<file path="src/rtl/host_port_pkg.sv">
package host_port_pkg;
   // ==========================================
   // Widths and field positions
   localparam int DATA_W = 32;
   localparam int SEL_W = 6;
   localparam int PTR_W = 8;
   localparam int PTR_LSB = 2;
   localparam int PTR_MSB = 9;
   localparam int GATE_BIT = 0;
   localparam int TRIG_BIT = 0;
   // ==========================================
   // CPU register word indices
   localparam logic [1:0] CPU_POINTER = 2'h0;
   localparam logic [1:0] CPU_TRANSFER = 2'h1;
   localparam logic [1:0] CPU_GATE = 2'h2;
   localparam logic [1:0] CPU_TRIGGER = 2'h3;
   // ==========================================
   // Host register select codes
   localparam logic [5:0] SEL_POINTER = 6'h01;
   localparam logic [5:0] SEL_TRANSFER = 6'h02;
   localparam logic [5:0] SEL_GATE = 6'h03;
   localparam logic [5:0] SEL_RAM = 6'h04;
   // ==========================================
   // Reset values and constants
   localparam logic [7:0] PTR_RESET = 8'h00;
   localparam logic [31:0] XFER_RESET = 32'h0000_0000;
   localparam logic [5:0] SEL_RESET = 6'h00;
   localparam logic [7:0] PTR_STEP = 8'h01;
   localparam logic [7:0] GATE_KEY = 8'hA5;
   localparam logic [1:0] BANK_MODE_SINGLE = 2'h0;
   // ==========================================
   // Host access phases
   typedef enum logic [1:0] {
      PH_IDLE = 2'b00,
      PH_READ = 2'b01,
      PH_WRITE = 2'b10
   } host_phase_t;
endpackage

</file>
<file path="src/rtl/pin_sync.sv">
module pin_sync #(
   parameter int W = 4,
   parameter logic [W-1:0] IDLE = '1
) (
   input wire logic sys_clk_in,
   input wire logic rst_in,
   input wire logic [W-1:0] async_in,
   output logic [W-1:0] level_out
);
   // ==========================================
   // Three stages; a change counts once two agree
   typedef struct packed {
      logic [W-1:0] s1;
      logic [W-1:0] s2;
      logic [W-1:0] s3;
      logic [W-1:0] level;
   } sync_state_t;
   sync_state_t st;
   sync_state_t next_st;
   logic [W-1:0] next_level;
   genvar i;
   generate
      for (i = 0; i < W; i++) begin : g_bit
         assign next_level[i] = (st.s2[i] == st.s3[i]) ? st.s3[i]
                                                       : st.level[i];
      end
   endgenerate
   always_comb begin
      next_st = st;
      next_st.s1 = async_in;
      next_st.s2 = st.s1;
      next_st.s3 = st.s2;
      next_st.level = next_level;
   end
   always_ff @(posedge sys_clk_in or posedge rst_in) begin
      if (rst_in) begin
         st <= {IDLE, IDLE, IDLE, IDLE};
      end else begin
         st <= next_st;
      end
   end
   assign level_out = st.level;
endmodule // pin_sync

</file>
<file path="src/rtl/dreq_drive.sv">
module dreq_drive (
   input wire logic sys_clk_in,
   input wire logic rst_in,
   input wire logic trigger_in,
   input wire logic polarity_in,
   output logic pin_out
);
   // ==========================================
   // Pin level follows the trigger, polarity 1 is active low
   typedef struct packed {
      logic pin;
   } drive_state_t;
   drive_state_t st;
   drive_state_t next_st;
   always_comb begin
      next_st = st;
      next_st.pin = trigger_in ^ polarity_in;
   end
   always_ff @(posedge sys_clk_in or posedge rst_in) begin
      if (rst_in) begin
         st <= '0;
      end else begin
         st <= next_st;
      end
   end
   assign pin_out = st.pin;
endmodule // dreq_drive

</file>
<file path="src/rtl/host_port_regs.sv">
// How it works
// - Pointer keeps word address in bits 9..2
// - Locked access steps pointer by one word
// - CPU reads pointer only, host writes it
// - Transfer word is 32 bits, resets zero
// - CPU may read and write transfer word
// - CPU cannot change the boot gate
// - Gate sets only on key A5; assist reads zero
// - Gate set stalls CPU shared RAM access
// - Gate covers the device-side bank only
// - Gate starts set in host boot mode
// - Gate clear releases CPU to boot
// - CPU writing one asserts DMA request pin (low at polarity 1)
// - Trigger clears when request pin negates
// - CPU writing zero to trigger is ignored
// - Trigger hidden from host; upper bits zero
// - Software waits for trigger clear before set
// - Reserved bits always read zero
// - Select pin low is normal, high index
// - Direction zero increments, one decrements
module host_port_regs
   import host_port_pkg::*;
(
   input wire logic sys_clk_in,
   input wire logic rst_in,
   input wire logic host_boot_mode_in,
   input wire logic chip_select_n_in,
   input wire logic read_strobe_n_in,
   input wire logic write_strobe_n_in,
   input wire logic register_select_pin_in,
   input wire logic [host_port_pkg::DATA_W-1:0] host_data_in,
   output logic [host_port_pkg::DATA_W-1:0] host_data_out,
   output logic host_data_oe_n_out,
   input wire logic lock_in,
   input wire logic step_direction_in,
   output logic ram_req_out,
   output logic ram_we_out,
   output logic [host_port_pkg::PTR_W-1:0] ram_word_addr_out,
   output logic [host_port_pkg::DATA_W-1:0] ram_wdata_out,
   input wire logic ram_done_in,
   input wire logic [host_port_pkg::DATA_W-1:0] ram_rdata_in,
   input wire logic cpu_sel_in,
   input wire logic cpu_we_in,
   input wire logic [1:0] cpu_index_in,
   input wire logic [host_port_pkg::DATA_W-1:0] cpu_wdata_in,
   output logic [host_port_pkg::DATA_W-1:0] cpu_rdata_out,
   output logic cpu_ack_out,
   input wire logic cpu_ram_req_in,
   input wire logic cpu_ram_bank_in,
   input wire logic [1:0] bank_mode_bits_in,
   input wire logic bank_select_bit_in,
   output logic cpu_ram_wait_out,
   output logic cpu_boot_run_out,
   input wire logic request_polarity_bit_in,
   input wire logic dma_negate_in,
   output logic dma_request_pin_out
);
   import host_port_pkg::*;

   // ==========================================
   // State
   typedef struct packed {
      host_phase_t phase;
      logic [SEL_W-1:0] index;
      logic [PTR_W-1:0] ptr;
      logic [DATA_W-1:0] xfer;
      logic gate;
      logic strapped;
      logic trigger;
      logic [DATA_W-1:0] hcap;
      logic hrs;
      logic [DATA_W-1:0] hdout;
      logic req;
      logic we;
      logic [DATA_W-1:0] crd;
      logic ack;
   } regs_state_t;
   regs_state_t st;
   regs_state_t next_st;

   // ==========================================
   // Host pin synchronisers
   logic [3:0] pins_s;
   logic cs_n_s;
   logic rd_n_s;
   logic wr_n_s;
   logic rs_s;
   pin_sync #(.W(4), .IDLE(4'hE)) u_sync (
      .sys_clk_in(sys_clk_in),
      .rst_in(rst_in),
      .async_in({chip_select_n_in, read_strobe_n_in,
                 write_strobe_n_in, register_select_pin_in}),
      .level_out(pins_s)
   );
   assign cs_n_s = pins_s[3];
   assign rd_n_s = pins_s[2];
   assign wr_n_s = pins_s[1];
   assign rs_s = pins_s[0];

   logic rd_act;
   logic wr_act;
   logic host_commit;
   logic host_ram_rd;
   logic cpu_write;
   logic dev_bank;
   logic [DATA_W-1:0] host_mux;
   logic [DATA_W-1:0] cpu_mux;
   logic [DATA_W-1:0] ptr_word;

   assign rd_act = !cs_n_s && !rd_n_s;
   assign wr_act = !cs_n_s && !wr_n_s;
   assign host_commit = (st.phase == PH_WRITE) && !wr_act;
   assign host_ram_rd = (st.phase == PH_IDLE) && !wr_act && rd_act
                        && !rs_s && (st.index == SEL_RAM);
   assign cpu_write = cpu_sel_in && cpu_we_in;
   assign ptr_word = {22'h0, st.ptr, 2'h0};

   // ==========================================
   // Read multiplexers
   always_comb begin
      host_mux = '0;
      if (rs_s) begin
         host_mux = {26'h0, st.index};
      end else begin
         case (st.index)
            SEL_POINTER: host_mux = ptr_word;
            SEL_TRANSFER: host_mux = st.xfer;
            SEL_GATE: host_mux = {31'h0, st.gate};
            SEL_RAM: host_mux = st.xfer;
            default: host_mux = '0;
         endcase
      end
   end

   always_comb begin
      cpu_mux = '0;
      case (cpu_index_in)
         CPU_POINTER: cpu_mux = ptr_word;
         CPU_TRANSFER: cpu_mux = st.xfer;
         CPU_GATE: cpu_mux = {31'h0, st.gate};
         CPU_TRIGGER: cpu_mux = {31'h0, st.trigger};
         default: cpu_mux = '0;
      endcase
   end

   // ==========================================
   // Next state
   always_comb begin
      next_st = st;
      next_st.req = 1'b0;
      next_st.ack = cpu_sel_in;
      if (cpu_sel_in) begin
         next_st.crd = cpu_mux;
      end
      // Boot strap is caught on the first edge after reset release
      if (!st.strapped) begin
         next_st.strapped = 1'b1;
         next_st.gate = host_boot_mode_in;
      end
      // CPU side; pointer and gate writes fall through unused
      if (cpu_write && cpu_index_in == CPU_TRANSFER) begin
         next_st.xfer = cpu_wdata_in;
      end
      // Set wins over the negation clear landing the same cycle
      if (cpu_write && cpu_index_in == CPU_TRIGGER
          && cpu_wdata_in[TRIG_BIT]) begin
         next_st.trigger = 1'b1;
      end else if (dma_negate_in) begin
         next_st.trigger = 1'b0;
      end
      // Host access phases
      case (st.phase)
         PH_IDLE: begin
            if (wr_act) begin
               next_st.phase = PH_WRITE;
               next_st.hcap = host_data_in;
               next_st.hrs = rs_s;
            end else if (rd_act) begin
               next_st.phase = PH_READ;
               next_st.hdout = host_mux;
               if (host_ram_rd) begin
                  // Read hands out the held word and refills it
                  next_st.req = 1'b1;
                  next_st.we = 1'b0;
               end
            end
         end
         PH_READ: begin
            if (!rd_act) begin
               next_st.phase = PH_IDLE;
            end
         end
         PH_WRITE: begin
            // Word and select were caught at strobe start; the data pins
            // may already have moved by the time the synced strobe ends
            if (!wr_act) begin
               next_st.phase = PH_IDLE;
            end
         end
         default: begin
            next_st.phase = PH_IDLE;
         end
      endcase
      if (host_commit) begin
         if (st.hrs) begin
            next_st.index = st.hcap[SEL_W-1:0];
         end else begin
            case (st.index)
               SEL_POINTER: begin
                  next_st.ptr = st.hcap[PTR_MSB:PTR_LSB];
               end
               SEL_TRANSFER: begin
                  next_st.xfer = st.hcap;
               end
               SEL_GATE: begin
                  if (st.hcap[7:0] == GATE_KEY) begin
                     next_st.gate = 1'b1;
                  end else if (!st.hcap[GATE_BIT]) begin
                     next_st.gate = 1'b0;
                  end
               end
               SEL_RAM: begin
                  next_st.xfer = st.hcap;
                  next_st.req = 1'b1;
                  next_st.we = 1'b1;
               end
               default: begin
                  next_st.index = st.index;
               end
            endcase
         end
      end
      // RAM completion steps the pointer only under lock
      if (ram_done_in) begin
         if (!st.we) begin
            next_st.xfer = ram_rdata_in;
         end
         if (lock_in) begin
            if (step_direction_in) begin
               next_st.ptr = st.ptr - PTR_STEP;
            end else begin
               next_st.ptr = st.ptr + PTR_STEP;
            end
         end
      end
   end

   always_ff @(posedge sys_clk_in or posedge rst_in) begin
      if (rst_in) begin
         st.phase <= PH_IDLE;
         st.index <= SEL_RESET;
         st.ptr <= PTR_RESET;
         st.xfer <= XFER_RESET;
         st.gate <= 1'b0;
         st.strapped <= 1'b0;
         st.trigger <= 1'b0;
         st.hcap <= '0;
         st.hrs <= 1'b0;
         st.hdout <= '0;
         st.req <= 1'b0;
         st.we <= 1'b0;
         st.crd <= '0;
         st.ack <= 1'b0;
      end else begin
         st <= next_st;
      end
   end

   // ==========================================
   // Outputs
   dreq_drive u_dreq (
      .sys_clk_in(sys_clk_in),
      .rst_in(rst_in),
      .trigger_in(st.trigger),
      .polarity_in(request_polarity_bit_in),
      .pin_out(dma_request_pin_out)
   );

   // Single-bank mode always hands bank 0 to the device side
   assign dev_bank = (bank_mode_bits_in == BANK_MODE_SINGLE)
                     ? 1'b0 : bank_select_bit_in;
   assign cpu_ram_wait_out = cpu_ram_req_in && (st.gate || !st.strapped)
                             && (cpu_ram_bank_in == dev_bank);
   assign cpu_boot_run_out = st.strapped && !st.gate;
   assign host_data_out = st.hdout;
   assign host_data_oe_n_out = (st.phase != PH_READ);
   assign ram_req_out = st.req;
   assign ram_we_out = st.we;
   assign ram_word_addr_out = st.ptr;
   assign ram_wdata_out = st.xfer;
   assign cpu_rdata_out = st.crd;
   assign cpu_ack_out = st.ack;
endmodule // host_port_regs

</file>
<file path="config.mk">
export PLATFORM = sky130hd
export DESIGN_NAME = host_port_regs
export DESIGN_NICKNAME = d
export VERILOG_FILES = /design/src/rtl/host_port_pkg.sv /design/src/rtl/pin_sync.sv /design/src/rtl/dreq_drive.sv /design/src/rtl/host_port_regs.sv
export SDC_FILE = /design/constraint.sdc
export NUM_CORES = 1
export LEC_CHECK = 0
export BUFFER_PORTS_ARGS = -buffer_cell sky130_fd_sc_hd__buf_2
export CAP_MARGIN = 20
export CORE_AREA = 2 2 148 150
export CTS_CLUSTER_SIZE = 8
export DETAILED_ROUTE_END_ITERATION = 16
export DIE_AREA = 0 0 150 152
export GPL_TIMING_DRIVEN = 0
export PLACE_DENSITY_LB_ADDON = 0.08
export SYNTH_ARGS = -nofsm -noshare
export SYNTH_HDL_FRONTEND = slang
export SYNTH_HIERARCHICAL = 1
export SYNTH_SLANG_ARGS = --single-unit
</file>
<file path="constraint.sdc">
create_clock -name sys_clk_in -period 4.46 [get_ports sys_clk_in]
set_input_delay 0.223 -clock sys_clk_in [delete_from_list [all_inputs] [get_ports sys_clk_in]]
set_output_delay 0.223 -clock sys_clk_in [all_outputs]
set_load 0.01 [all_outputs]
</file>
==> summary.txt, run 1 <==
Status
  – Status: finished clean

Layout
  – Final Instance Count excl. Fillers: 1323
  – Share of cells above drive strength 1: 0.4530
  – Post-layout nets: 1153
  – Area Growth Syn to Fin: 28.47%

Pwr
  – Clk pwr share: 0.265
  – P_leak: 0.005221 uW
  – VDD IR max: 0.2781 mV
  – Sequential Power Share: 0.402
  – Comb power frac: 0.334
  – Switching share of power: 0.3313
  – Net load switching power: 1896 uW
  – Internal power: 3828 uW
  – Power per Cell Area: 532.7 nW/um^2

Die
  – Die area: 22800 um^2
  – Initial Util: 0.3918
  – Core Region: 21350 um^2
  – Die W: 150 um
  – Die Ht: 152 um
  – I/O pins: 228
  – Row count: 54

STA
  – Fin. max-slew vios: 0
  – Setup Skew: 0.01058 ns
  – Fin Setup TNS: 0 ns
  – Final Hold Vio Count: 0
  – Post-route minimum period: 2.688 ns
  – Slew Limit Headroom: 0.3769
  – Final Setup Violations: 0
  – RSZ-0062 raised after global routing: no
  – Fmax: 0.3720 GHz
  – Actual slew at the worst max-slew pin: 0.9275 ns
  – Tcrit/Tclk final: 0.6027

Worst hold path
  – Hold Crit Class: in -> reg

Clock network
  – Total CTS buffers: 17
  – CTS tree: built
  – Clock sinks: 168
  – Worst skew pair latency: 0.42 ns
  – Max clock buf depth: 2
  – # H-tree levels: 4
  – Quantity of gates resized following cts: 0
  – Clk slew on worst S/H paths: 0.06 ns
  – Root buffer cell: clkbuf_16
  – Postcts setup bufs: 0

Worst setup path
  – R2R setup slack: 1.81 ns
  – Reg-to-Reg End: ram_wdata_out[10]
  – CP dominant cell by count: clkbuf_1
  – Critical path startpoint: cpu_sel_in
  – Critical setup path kind: in -> reg
  – Crit-path cells: dlygate4sd3_1 > buf_2 > clkbuf_1 > nand3_1 > or2_2 > clkbuf_1 > clkbuf_1 > mux2_2 > mux2i_1 > o21ai_1
  – CP Capture Type: flip-flop
  – Max incr delay on CP: 0.65 ns
  – Slowest library cell on the worst path: clkbuf_1
  – Arr. time, crit path: 2.96 ns
  – Worst r2r src: u_sync/level_out[3]
  – CP max FO: 10
  – Worst R2R Path Depth: 8
  – Crit path to: ram_wdata_out[10]
  – Critical path data required time: 4.73 ns
  – Setup crit start kind: input pin

Route
  – Detail Route Antenna Nets: 0
  – Vias: 6168
  – Drt pass-1 iters: 5
  – Via density per instance: 4.662
  – Wire per inst: 16.35 um
  – DR iter-0 viols: 225
  – Total wire length: 21630 um
  – DRC: 0

Yosys
  – Synth area leader: dfrtp_1
  – Yosys reg bits: 168
  – Average cell area after synthesis: 11.05 um^2
  – Commonest cells post-synth: 156 x dfrtp_1, 108 x buf_4, 73 x mux2_2
  – Post-synth cell types: 51
  – Synth area leaders: dfrtp_1 47%, mux2_2 9.8%, buf_4 9.7%
  – Post-Syn Area: 8364 um^2
  – Number of enable flip-flop cells after synthesis: 0
  – Synth Instances: 757
  – Total nets after synthesis: 881
  – Synth Flop Type: dfrtp_1
  – Synth async-reset ratio: 1.000
  – Top-area cell type share of the netlist area: 0.4667
  – Sequential share of the synthesized area: 0.5044
  – Top-count cell post-synth: dfrtp_1
  – Warning count from the yosys run: 6

Global routing
  – Largest net degree at the start of global routing: 124
  – Met3 GRT Util: 0.03904
  – Initial antenna violation count: 1
  – GRT met2 Usage: 0.3138
  – GR peak layer: met2
  – Total global routing overflow: 0
  – Vias in the first global route: 6102
  – GRT met1 Usage: 0.2597
  – First-pass GRT wire length: 33500 um
  – Total Routing Usage GR: 0.1914

Place
  – GP Congestion: 0.7703
  – Placed insts: 1266
  – DP HPWL: 15940 um
  – Number of port buffers: 227

Run
  – Max-cap violations: 0
==> worst min-delay path by stage <==
stage | start | end | slack, ns | cells after the start
after global routing | ram_rdata_in[14] | ram_wdata_out[14] | 0.007 | 3
after global placement | rst_in | u_dreq/pin_out | 0.08 | 2
after floorplan | rst_in | u_dreq/pin_out | -0.05 | 1
after detailed placement | rst_in | u_dreq/pin_out | 0.12 | 2
after CTS | host_data_in[9] | st[77] | 0.0003 | 2
final | ram_rdata_in[19] | ram_wdata_out[19] | 0.02 | 3
==> flip-flops by register name, indices dropped and copies added (netlist names), 4 cells and up <==
signal / count
st: 44
ram_wdata_out: 32
u_sync/st: 4
cpu_rdata_out: 32
u_sync/next_st: 8
ram_word_addr_out: 8
u_sync/level_out: 4
host_data_out: 32
==> worst max-delay path: cells and delay by family <==
| family | cells | cell delay (ns) |
|---|---|---|
| mux | 2 | 0.54 |
| buf+inv | 5 | 1.81 |
| simple gates | 2 | 0.30 |
| compound gates | 1 | 0.09 |
==> area by class of cell <==
cell class | count | area [um^2]
fillers | 2043 | 10610
flip-flops and latches | 168 | 4219
multi-input cells | 401 | 3012
repair buffers | 253 | 1411
plain buffers | 147 | 985.9
clock buffers | 19 | 442.9
well taps | 280 | 350.3
inverters | 41 | 161.4
clock inverters | 13 | 160.2
diodes | 1 | 2.502
==> routing by layer <==
layer  wire length (um)  vias up
met2              10520      164
met5                  0        -
met4                257        0
met1               9755     2932
met3               1099       17
li1                   -     3055
==> cell usage in the layout, fill, tap and decap left out, drive strengths merged, types with 3 or more instances in the layout <==
master,instances
buf,348
dfrtp,156
mux2,73
nand2,69
o21ai,67
mux2i,50
clkbuf,47
inv,46
a22o,30
dlygate4sd3,24
dfstp,12
nor2,10
o22ai,9
a21oi,9
nor2b,7
nor4,7
nor3,6
ha,6
o31ai,5
clkinv,5
nand2b,4
xor2,4
a211oi,4
a221oi,4
nand3,4
maj3,4
nor3b,4
or3,3
==> cell families (layout without fill, tap and decap cells) <==
| kind of cell | after synthesis | after routing | share of synthesized area |
|---|---|---|---|
| AO/OA/AOI/OAI | 134 | 134 | 0.1017 |
| XOR/XNOR | 6 | 6 | 0.006283 |
| adder cells (fa/ha/maj) | 11 | 11 | 0.01675 |
| buffers and inverters | 188 | 473 | 0.1363 |
| flip-flops | 168 | 168 | 0.5044 |
| multiplexers | 123 | 123 | 0.1581 |
| other | 1 | 2 | 0.0004483 |
| AND/OR/NAND/NOR | 126 | 126 | 0.07599 |
==> timing repair <==
| action | CTS | global route |
|---|---|---|
| hold endpoints to repair | 56 | 0 |
| endpoints found under the setup margin | 0 | 0 |
| hold buffers | 24 | 0 |
==> stage by stage <==
step / setup WS [ns] / power, uW / utilization / hold WS, ns / instance area (um^2)
CTS: 1.743 / 5797 / 0.5032 / 0.0003238 / 10740
global route: 1.602 / 6100 / 0.5033 / 0.006709 / 10750
finish: 1.772 / 5724 / 0.5033 / 0.02092 / 10750
global placement: -1.973 / 4219 / 0.4614 / 0.08051 / 9851
floorplan: 0.1723 / 3579 / - / -0.04829 / 8364
detailed placement: 1.818 / 4244 / 0.4637 / 0.1240 / 9899
==> power by group through the flow <==
stage                     sequential, uW  clock (uW)  combinational [uW]
after floorplan                     2190           0                1390
after global placement              2320           0                1900
after detailed placement            2330           0                1920
after CTS                           2300        1560                1940
after global routing                2360        1620                2110
final                               2300        1520                1910
Note: power is estimated with default switching activity, not from simulation.
==> run 2, diff against run 1 <==
==> constraint.sdc (replaced) <==
create_clock -name sys_clk_in -period 2.8 [get_ports sys_clk_in]
set_input_delay 0.14 -clock sys_clk_in [delete_from_list [all_inputs] [get_ports sys_clk_in]]
set_output_delay 0.14 -clock sys_clk_in [all_outputs]
set_load 0.01 [all_outputs]
==> summary.txt, run 2 (synthesis gave the netlist of run 1 again) <==
Status
  – Status: finished clean

Die
  – Core Region: 21350 um^2 (unchanged)
  – Die W: 150 um (unchanged)
  – Die area: 22800 um^2 (unchanged)
  – Die Ht: 152 um (unchanged)
  – Row count: 54 (unchanged)
  – I/O pins: 228 (unchanged)
  – Initial Util: 0.3918 (unchanged)

Layout
  – Commonest non-fill, non-tap cell in the layout: buf_2
  – Area of the multi-input gates: 3012 um^2 (unchanged)
  – Post-layout nets: 1205 (+4.5%)
  – Final Instance Count excl. Fillers: 1375 (+3.9%)
  – Seq. cell area: 4219 um^2 (unchanged)
  – Commonest non-fill, non-tap cells in the layout: 232 x buf_2, 156 x dfrtp_1, 109 x buf_4, 73 x mux2_2, 73 x dlygate4sd3_1
  – Largest register by flop count: st
  – Share of cells above drive strength 1: 0.4342 (-0.01879)
  – # fillers: 1990 (-2.6%)
  – Area Growth Syn to Fin: 35.09%
  – Max reg flops: 44 (unchanged)
  – Post-route cell area: 11300 um^2 (+5.2%)

Place
  – DP HPWL: 16270 um (+2.1%)
  – GP Congestion: 0.7799 (+1.2%)
  – Placed instance area: 9948 um^2 (+0.49%)
  – Placement Setup Slack: 0.1652 ns (-1.653 ns)
  – Placed insts: 1269 (+0.24%)
  – Number of port buffers: 227 (unchanged)

Worst setup path
  – Arr. time, crit path: 2.88 ns (-0.08 ns)
  – CP Buf/Inv Count: 3 (-2)
  – CP max FO: 10 (unchanged)
  – Critical path data required time: 3.08 ns (-1.65 ns)
  – WP depth: 8 (-2)
  – Crit-path cells: buf_4 > nor2_1 > or4b_1 > buf_2 > nor4b_4 > buf_6 > mux2i_1 > o21ai_1
  – Slowest library cell on the worst path: dfstp_2
  – Cell family with most CP delay: simple AND/OR/NAND/NOR gates
  – CP Capture Type: flip-flop
  – Worst R2R Path Depth: 8 (unchanged)
  – Max incr delay on CP: 0.54 ns (-0.11 ns)
  – Critical setup path kind: reg -> reg
  – Setup crit start kind: flip-flop

Route
  – Via density per instance: 4.692 (+0.65%)
  – Wire per inst: 16.26 um (-0.53%)
  – Vias: 6452 (+4.6%)
  – Detail Route Antenna Nets: 0 (unchanged)
  – DRC: 0 (unchanged)
  – Total wire length: 22360 um (+3.4%)
  – Drt pass-1 iters: 4 (-1)
  – DR iter-0 viols: 398 (+77%)

STA
  – Setup Skew: 0.01197 ns (+0.001392 ns)
  – Post-route minimum period: 2.603 ns
  – RSZ-0062 raised after global routing: no
  – Hold slack: 0.04681 ns (+0.02589 ns)
  – Final Hold Vio Count: 0 (unchanged)
  – Actual slew at the worst max-slew pin: 0.9760 ns (+0.04854 ns)
  – Tcrit/Tclk final: 0.9298
  – Fin. max-slew vios: 0 (unchanged)
  – Final Setup Violations: 0 (unchanged)
  – Slew Limit Headroom: 0.3443 (-0.03261)
  – Fmax: 0.3841 GHz
  – Final worst slack: 0.1966 ns (-1.575 ns)

Global routing
  – Initial antenna violation count: 1 (unchanged)
  – Largest net degree at the start of global routing: 39 (-69%)
  – Total global routing overflow: 0 (unchanged)
  – Total Routing Usage GR: 0.2013 (+0.009841)
  – Vias in the first global route: 6525 (+6.9%)
  – First-pass GRT wire length: 35650 um (+6.4%)

Pwr
  – Internal power: 6248 uW (+63%)
  – Power per Cell Area: 818.5 nW/um^2 (+54%)
  – Net load switching power: 3000 uW (+58%)
  – Sequential Power Share: 0.396 (-0.006)
  – Comb power frac: 0.337 (+0.003)
  – Clk pwr share: 0.267 (+0.002)
  – P_leak: 0.005449 uW (+4.4%)
  – VDD IR max: 0.4379 mV (+57%)
  – Switching share of power: 0.3244 (-0.006883)

Clock network
  – Worst skew pair latency: 0.42 ns (about the same)
  – Quantity of gates resized following cts: 0 (unchanged)
  – # H-tree levels: 4 (unchanged)
  – Clk slew on worst S/H paths: 0.07 ns (about the same)
  – Clock sinks: 168 (unchanged)
  – Total CTS buffers: 17 (unchanged)
  – Root buffer cell: clkbuf_16
  – CTS tree: built
  – Max clock buf depth: 2 (unchanged)

Worst hold path
  – Hold depth: 3 (unchanged)
  – Hold Crit Class: in -> reg

Run
  – Max-cap violations: 0 (unchanged)
run 2: cell count changes in the layout (fill, tap and decap cells not counted):
cell	change
buf_16	-1
buf_12	+4
clkinv_2	+1
bufinv_16	+1
dlygate4sd3_1	+49
inv_6	+2
clkbuf_8	+1
clkinv_4	-5
inv_8	-3
clkinvlp_4	+3
run 2: routing by layer:
layer  vias up  part of all wire  track usage
li1       3145                 -            -
met5         -                 0            0
met4         0             0.015      0.05076
met2       168              0.50       0.3366
met3        24             0.045      0.03393
met1      3115              0.44       0.2716
run 2: path summary, 6_finish.rpt:
path,start,slack (ns),to
max in group asynchronous,rst_in,1.54,cpu_rdata_out[20]
max,u_sync/level_out[3],0.20,ram_wdata_out[2]
min in group asynchronous,rst_in,0.16,u_dreq/pin_out
min reg2reg,u_sync/next_st[8],0.35,u_sync/next_st[4]
min,host_boot_mode_in,0.05,st[102]
max reg2reg,u_sync/level_out[3],0.20,ram_wdata_out[2]
run 2: tightest hold or removal path, stage by stage:
cell and delay, ns:
buf_2 0.07, o21ai_0 0.07, a21oi_1 0.13
run 2: power groups by stage:
stage	clock network [uW]	registers, uW	logic, uW
4_1_cts	2540	3670	3150
3_5_place_dp	0	3710	3060
2_1_floorplan	0	3480	2220
5_1_grt	2650	3770	3450
3_3_place_gp	0	3700	3020
6_report	2470	3670	3120
run 2: metrics by stage:
step                      TNS, ns  total power (uW)    util
final                           0              9249  0.5292
after global routing            0              9869  0.5292
after CTS                       0              9357  0.5291
after detailed placement        0              6771  0.4660
after global placement     -75.88              6722  0.4616
after floorplan                 0              5701       -
run 2: cell type report:
cell class / instances / area share
multi-input cells: 401 / 0.2665
repair buffers: 305 / 0.1730
diodes: 1 / 0.0002215
well taps: 280 / 0.03100
clock buffers: 20 / 0.04042
plain buffers: 147 / 0.08725
inverters: 41 / 0.01395
flip-flops and latches: 168 / 0.3734
clock inverters: 12 / 0.01428
run 2: repair_timing:
| item | 4_1_cts | 5_1_grt |
|---|---|---|
| setup buffers | 0 | 0 |
| hold buffers | 73 | 0 |
| endpoints found under the hold margin | 104 | 0 |
| setup endpoints to repair | 0 | 0 |
==> run 3, diff against run 2 <==
--- a/config.mk
+++ b/config.mk
@@ -8,6 +8,7 @@
 export BUFFER_PORTS_ARGS = -buffer_cell sky130_fd_sc_hd__buf_2
 export CAP_MARGIN = 20
 export CORE_AREA = 2 2 148 150
+export CTS_BUF_LIST = sky130_fd_sc_hd__clkbuf_8
 export CTS_CLUSTER_SIZE = 8
 export DETAILED_ROUTE_END_ITERATION = 16
 export DIE_AREA = 0 0 150 152
==> summary.txt, run 3 (synthesis gave the netlist of run 1 again) <==
Status
  – Status: finished clean

Worst setup path
  – CP Buf/Inv Count: 3 (unchanged)
  – Setup crit start kind: flip-flop
  – Crit-path cells: buf_4 > nor2_1 > or4b_1 > buf_2 > nor4b_4 > buf_6 > mux2i_1 > o21ai_1
  – Critical path data required time: 3.11 ns (+0.03 ns)
  – Cell family with most CP delay: simple AND/OR/NAND/NOR gates
  – CP Capture Type: flip-flop
  – Arr. time, crit path: 2.93 ns (+0.05 ns)
  – CP max FO: 10 (unchanged)
  – Slowest library cell on the worst path: dfstp_2
  – Critical setup path kind: reg -> reg
  – Max incr delay on CP: 0.55 ns (about the same)

Route
  – Via density per instance: 4.685 (-0.15%)
  – Total wire length: 22290 um (-0.33%)
  – Drt pass-1 iters: 4 (unchanged)
  – DR iter-0 viols: 344 (-14%)
  – Wire per inst: 16.20 um (-0.40%)
  – DRC: 0 (unchanged)
  – Detail Route Antenna Nets: 0 (unchanged)
  – Vias: 6447 (-0.077%)

STA
  – Post-route minimum period: 2.615 ns (+0.01180 ns)
  – Tcrit/Tclk final: 0.9340 (+0.004214)
  – Final worst slack: 0.1848 ns (-0.01180 ns)
  – Fin. max-slew vios: 0 (unchanged)
  – Fmax: 0.3824 GHz (-0.45%)
  – Final Hold Vio Count: 0 (unchanged)
  – Setup Skew: 0.01484 ns (+0.002872 ns)
  – Slew Limit Headroom: 0.3334 (-0.01096)
  – Final Setup Violations: 0 (unchanged)
  – Fin Setup TNS: 0 ns (unchanged)
  – RSZ-0062 raised after global routing: no
  – Actual slew at the worst max-slew pin: 0.9923 ns (+0.01632 ns)

Clock network
  – Quantity of gates resized following cts: 0 (unchanged)
  – Clock sinks: 168 (unchanged)
  – Max clock buf depth: 2 (unchanged)
  – Total CTS buffers: 17 (unchanged)
  – CTS Hold Buffers Added: 74 (+1.4%)
  – # H-tree levels: 4 (unchanged)
  – Root buffer cell: clkbuf_8
  – Clk slew on worst S/H paths: 0.10 ns (+0.03 ns)
  – Worst skew pair latency: 0.45 ns (+0.03 ns)
  – CTS tree: built
  – Postcts setup bufs: 0 (unchanged)

Worst hold path
  – Hold Crit Class: in -> reg

Layout
  – Post-layout nets: 1206 (+0.083%)
  – Max reg flops: 44 (unchanged)
  – Area Growth Syn to Fin: 32.92%
  – Post-Route Utilization: 0.5207 (-0.008498)
  – Commonest non-fill, non-tap cells in the layout: 232 x buf_2, 156 x dfrtp_1, 109 x buf_4, 74 x dlygate4sd3_1, 73 x mux2_2
  – Commonest non-fill, non-tap cell in the layout: buf_2
  – Largest register by flop count: st
  – Final Instance Count excl. Fillers: 1376 (+0.073%)
  – Share of cells above drive strength 1: 0.4338 (about the same)

Pwr
  – Power per Cell Area: 777.7 nW/um^2 (-5.0%)
  – VDD IR max: 0.3695 mV (-16%)
  – PnR Total Power: 8647 uW (-6.5%)
  – P_leak: 0.005370 uW (-1.4%)

Place
  – Number of port buffers: 227 (unchanged)
  – Placement Setup Slack: 0.1652 ns (unchanged)
  – Placed insts: 1269 (unchanged)
  – DP HPWL: 16270 um (unchanged)
  – GP Congestion: 0.7799 (unchanged)

Global routing
  – Largest net degree at the start of global routing: 39 (unchanged)
  – Initial antenna violation count: 1 (unchanged)
  – Vias in the first global route: 6507 (-0.28%)
  – Total global routing overflow: 0 (unchanged)
  – First-pass GRT wire length: 35560 um (-0.27%)
  – Total Routing Usage GR: 0.2007 (-0.0005833)

Die
  – Die area: 22800 um^2 (unchanged)
  – Initial Util: 0.3918 (unchanged)
  – Die Ht: 152 um (unchanged)
  – Core Region: 21350 um^2 (unchanged)
  – Row count: 54 (unchanged)
  – Die W: 150 um (unchanged)
  – I/O pins: 228 (unchanged)

Run
  – Max-cap violations: 0 (unchanged)
-- run 3: cell types whose count changed in the layout (fill, tap and decap cells not counted), sizes merged --
| cell | change |
|---|---|
| inv | +1 |
| dlygate4sd3 | +1 |
| clkbuf | -1 |
-- run 3: final timing paths --
path,from,to,slack (ns),cells past startpoint
min reg2reg,u_sync/next_st[8],u_sync/next_st[4],0.36,0
max,u_sync/level_out[3],ram_wdata_out[2],0.18,8
max reg2reg,u_sync/level_out[3],ram_wdata_out[2],0.18,8
max in group asynchronous,rst_in,cpu_rdata_out[20],1.58,5
min,cpu_wdata_in[17],ram_wdata_out[17],0.09,4
min in group asynchronous,rst_in,u_dreq/pin_out,0.13,3
-- run 3: metrics by stage --
stage | hold WS [ns] | instance area, um^2
floorplan | -0.1313 | 8368
global placement | 0.01732 | 9854
detailed placement | 0.01961 | 9948
CTS | 0.05629 | 11120
global route | 0.07475 | 11120
finish | 0.08867 | 11120
-- run 3: layout make-up --
class | instances | area, um^2
Fill cell | 2025 | 10230
Sequential cell | 168 | 4219
Timing Repair Buffer | 306 | 1964
Tap cell | 280 | 350.3
Antenna cell | 1 | 2.502
Buffer | 147 | 985.9
Clock inverter | 13 | 165.2
Multi-Input combinational cell | 401 | 3012
Clock buffer | 19 | 261.5
Inverter | 41 | 157.7
-- run 3: where the power goes --
part | internal, uW | total, uW | switching (uW)
logic | 1710 | 3110 | 1400
clock network | 941 | 1870 | 932
registers | 3070 | 3660 | 593
total | 5720 | 8650 | 2930
-- run 3: per-layer routing --
metal / vias to the layer above / track usage / wire, um
li1: 3148 / - / -
met1: 3116 / 0.2717 / 9871
met2: 165 / 0.3355 / 11140
met3: 18 / 0.03303 / 956
met4: 0 / 0.04987 / 318
met5: - / 0 / 0
-- run 3: worst reg2reg max path, delay by kind of cell (launching register included) --
family / cells / cell delay (ns)
compound gates: 1 / 0.08
simple gates: 3 / 1.02
flops: 1 / 0.55
buf+inv: 3 / 0.62
mux: 1 / 0.23
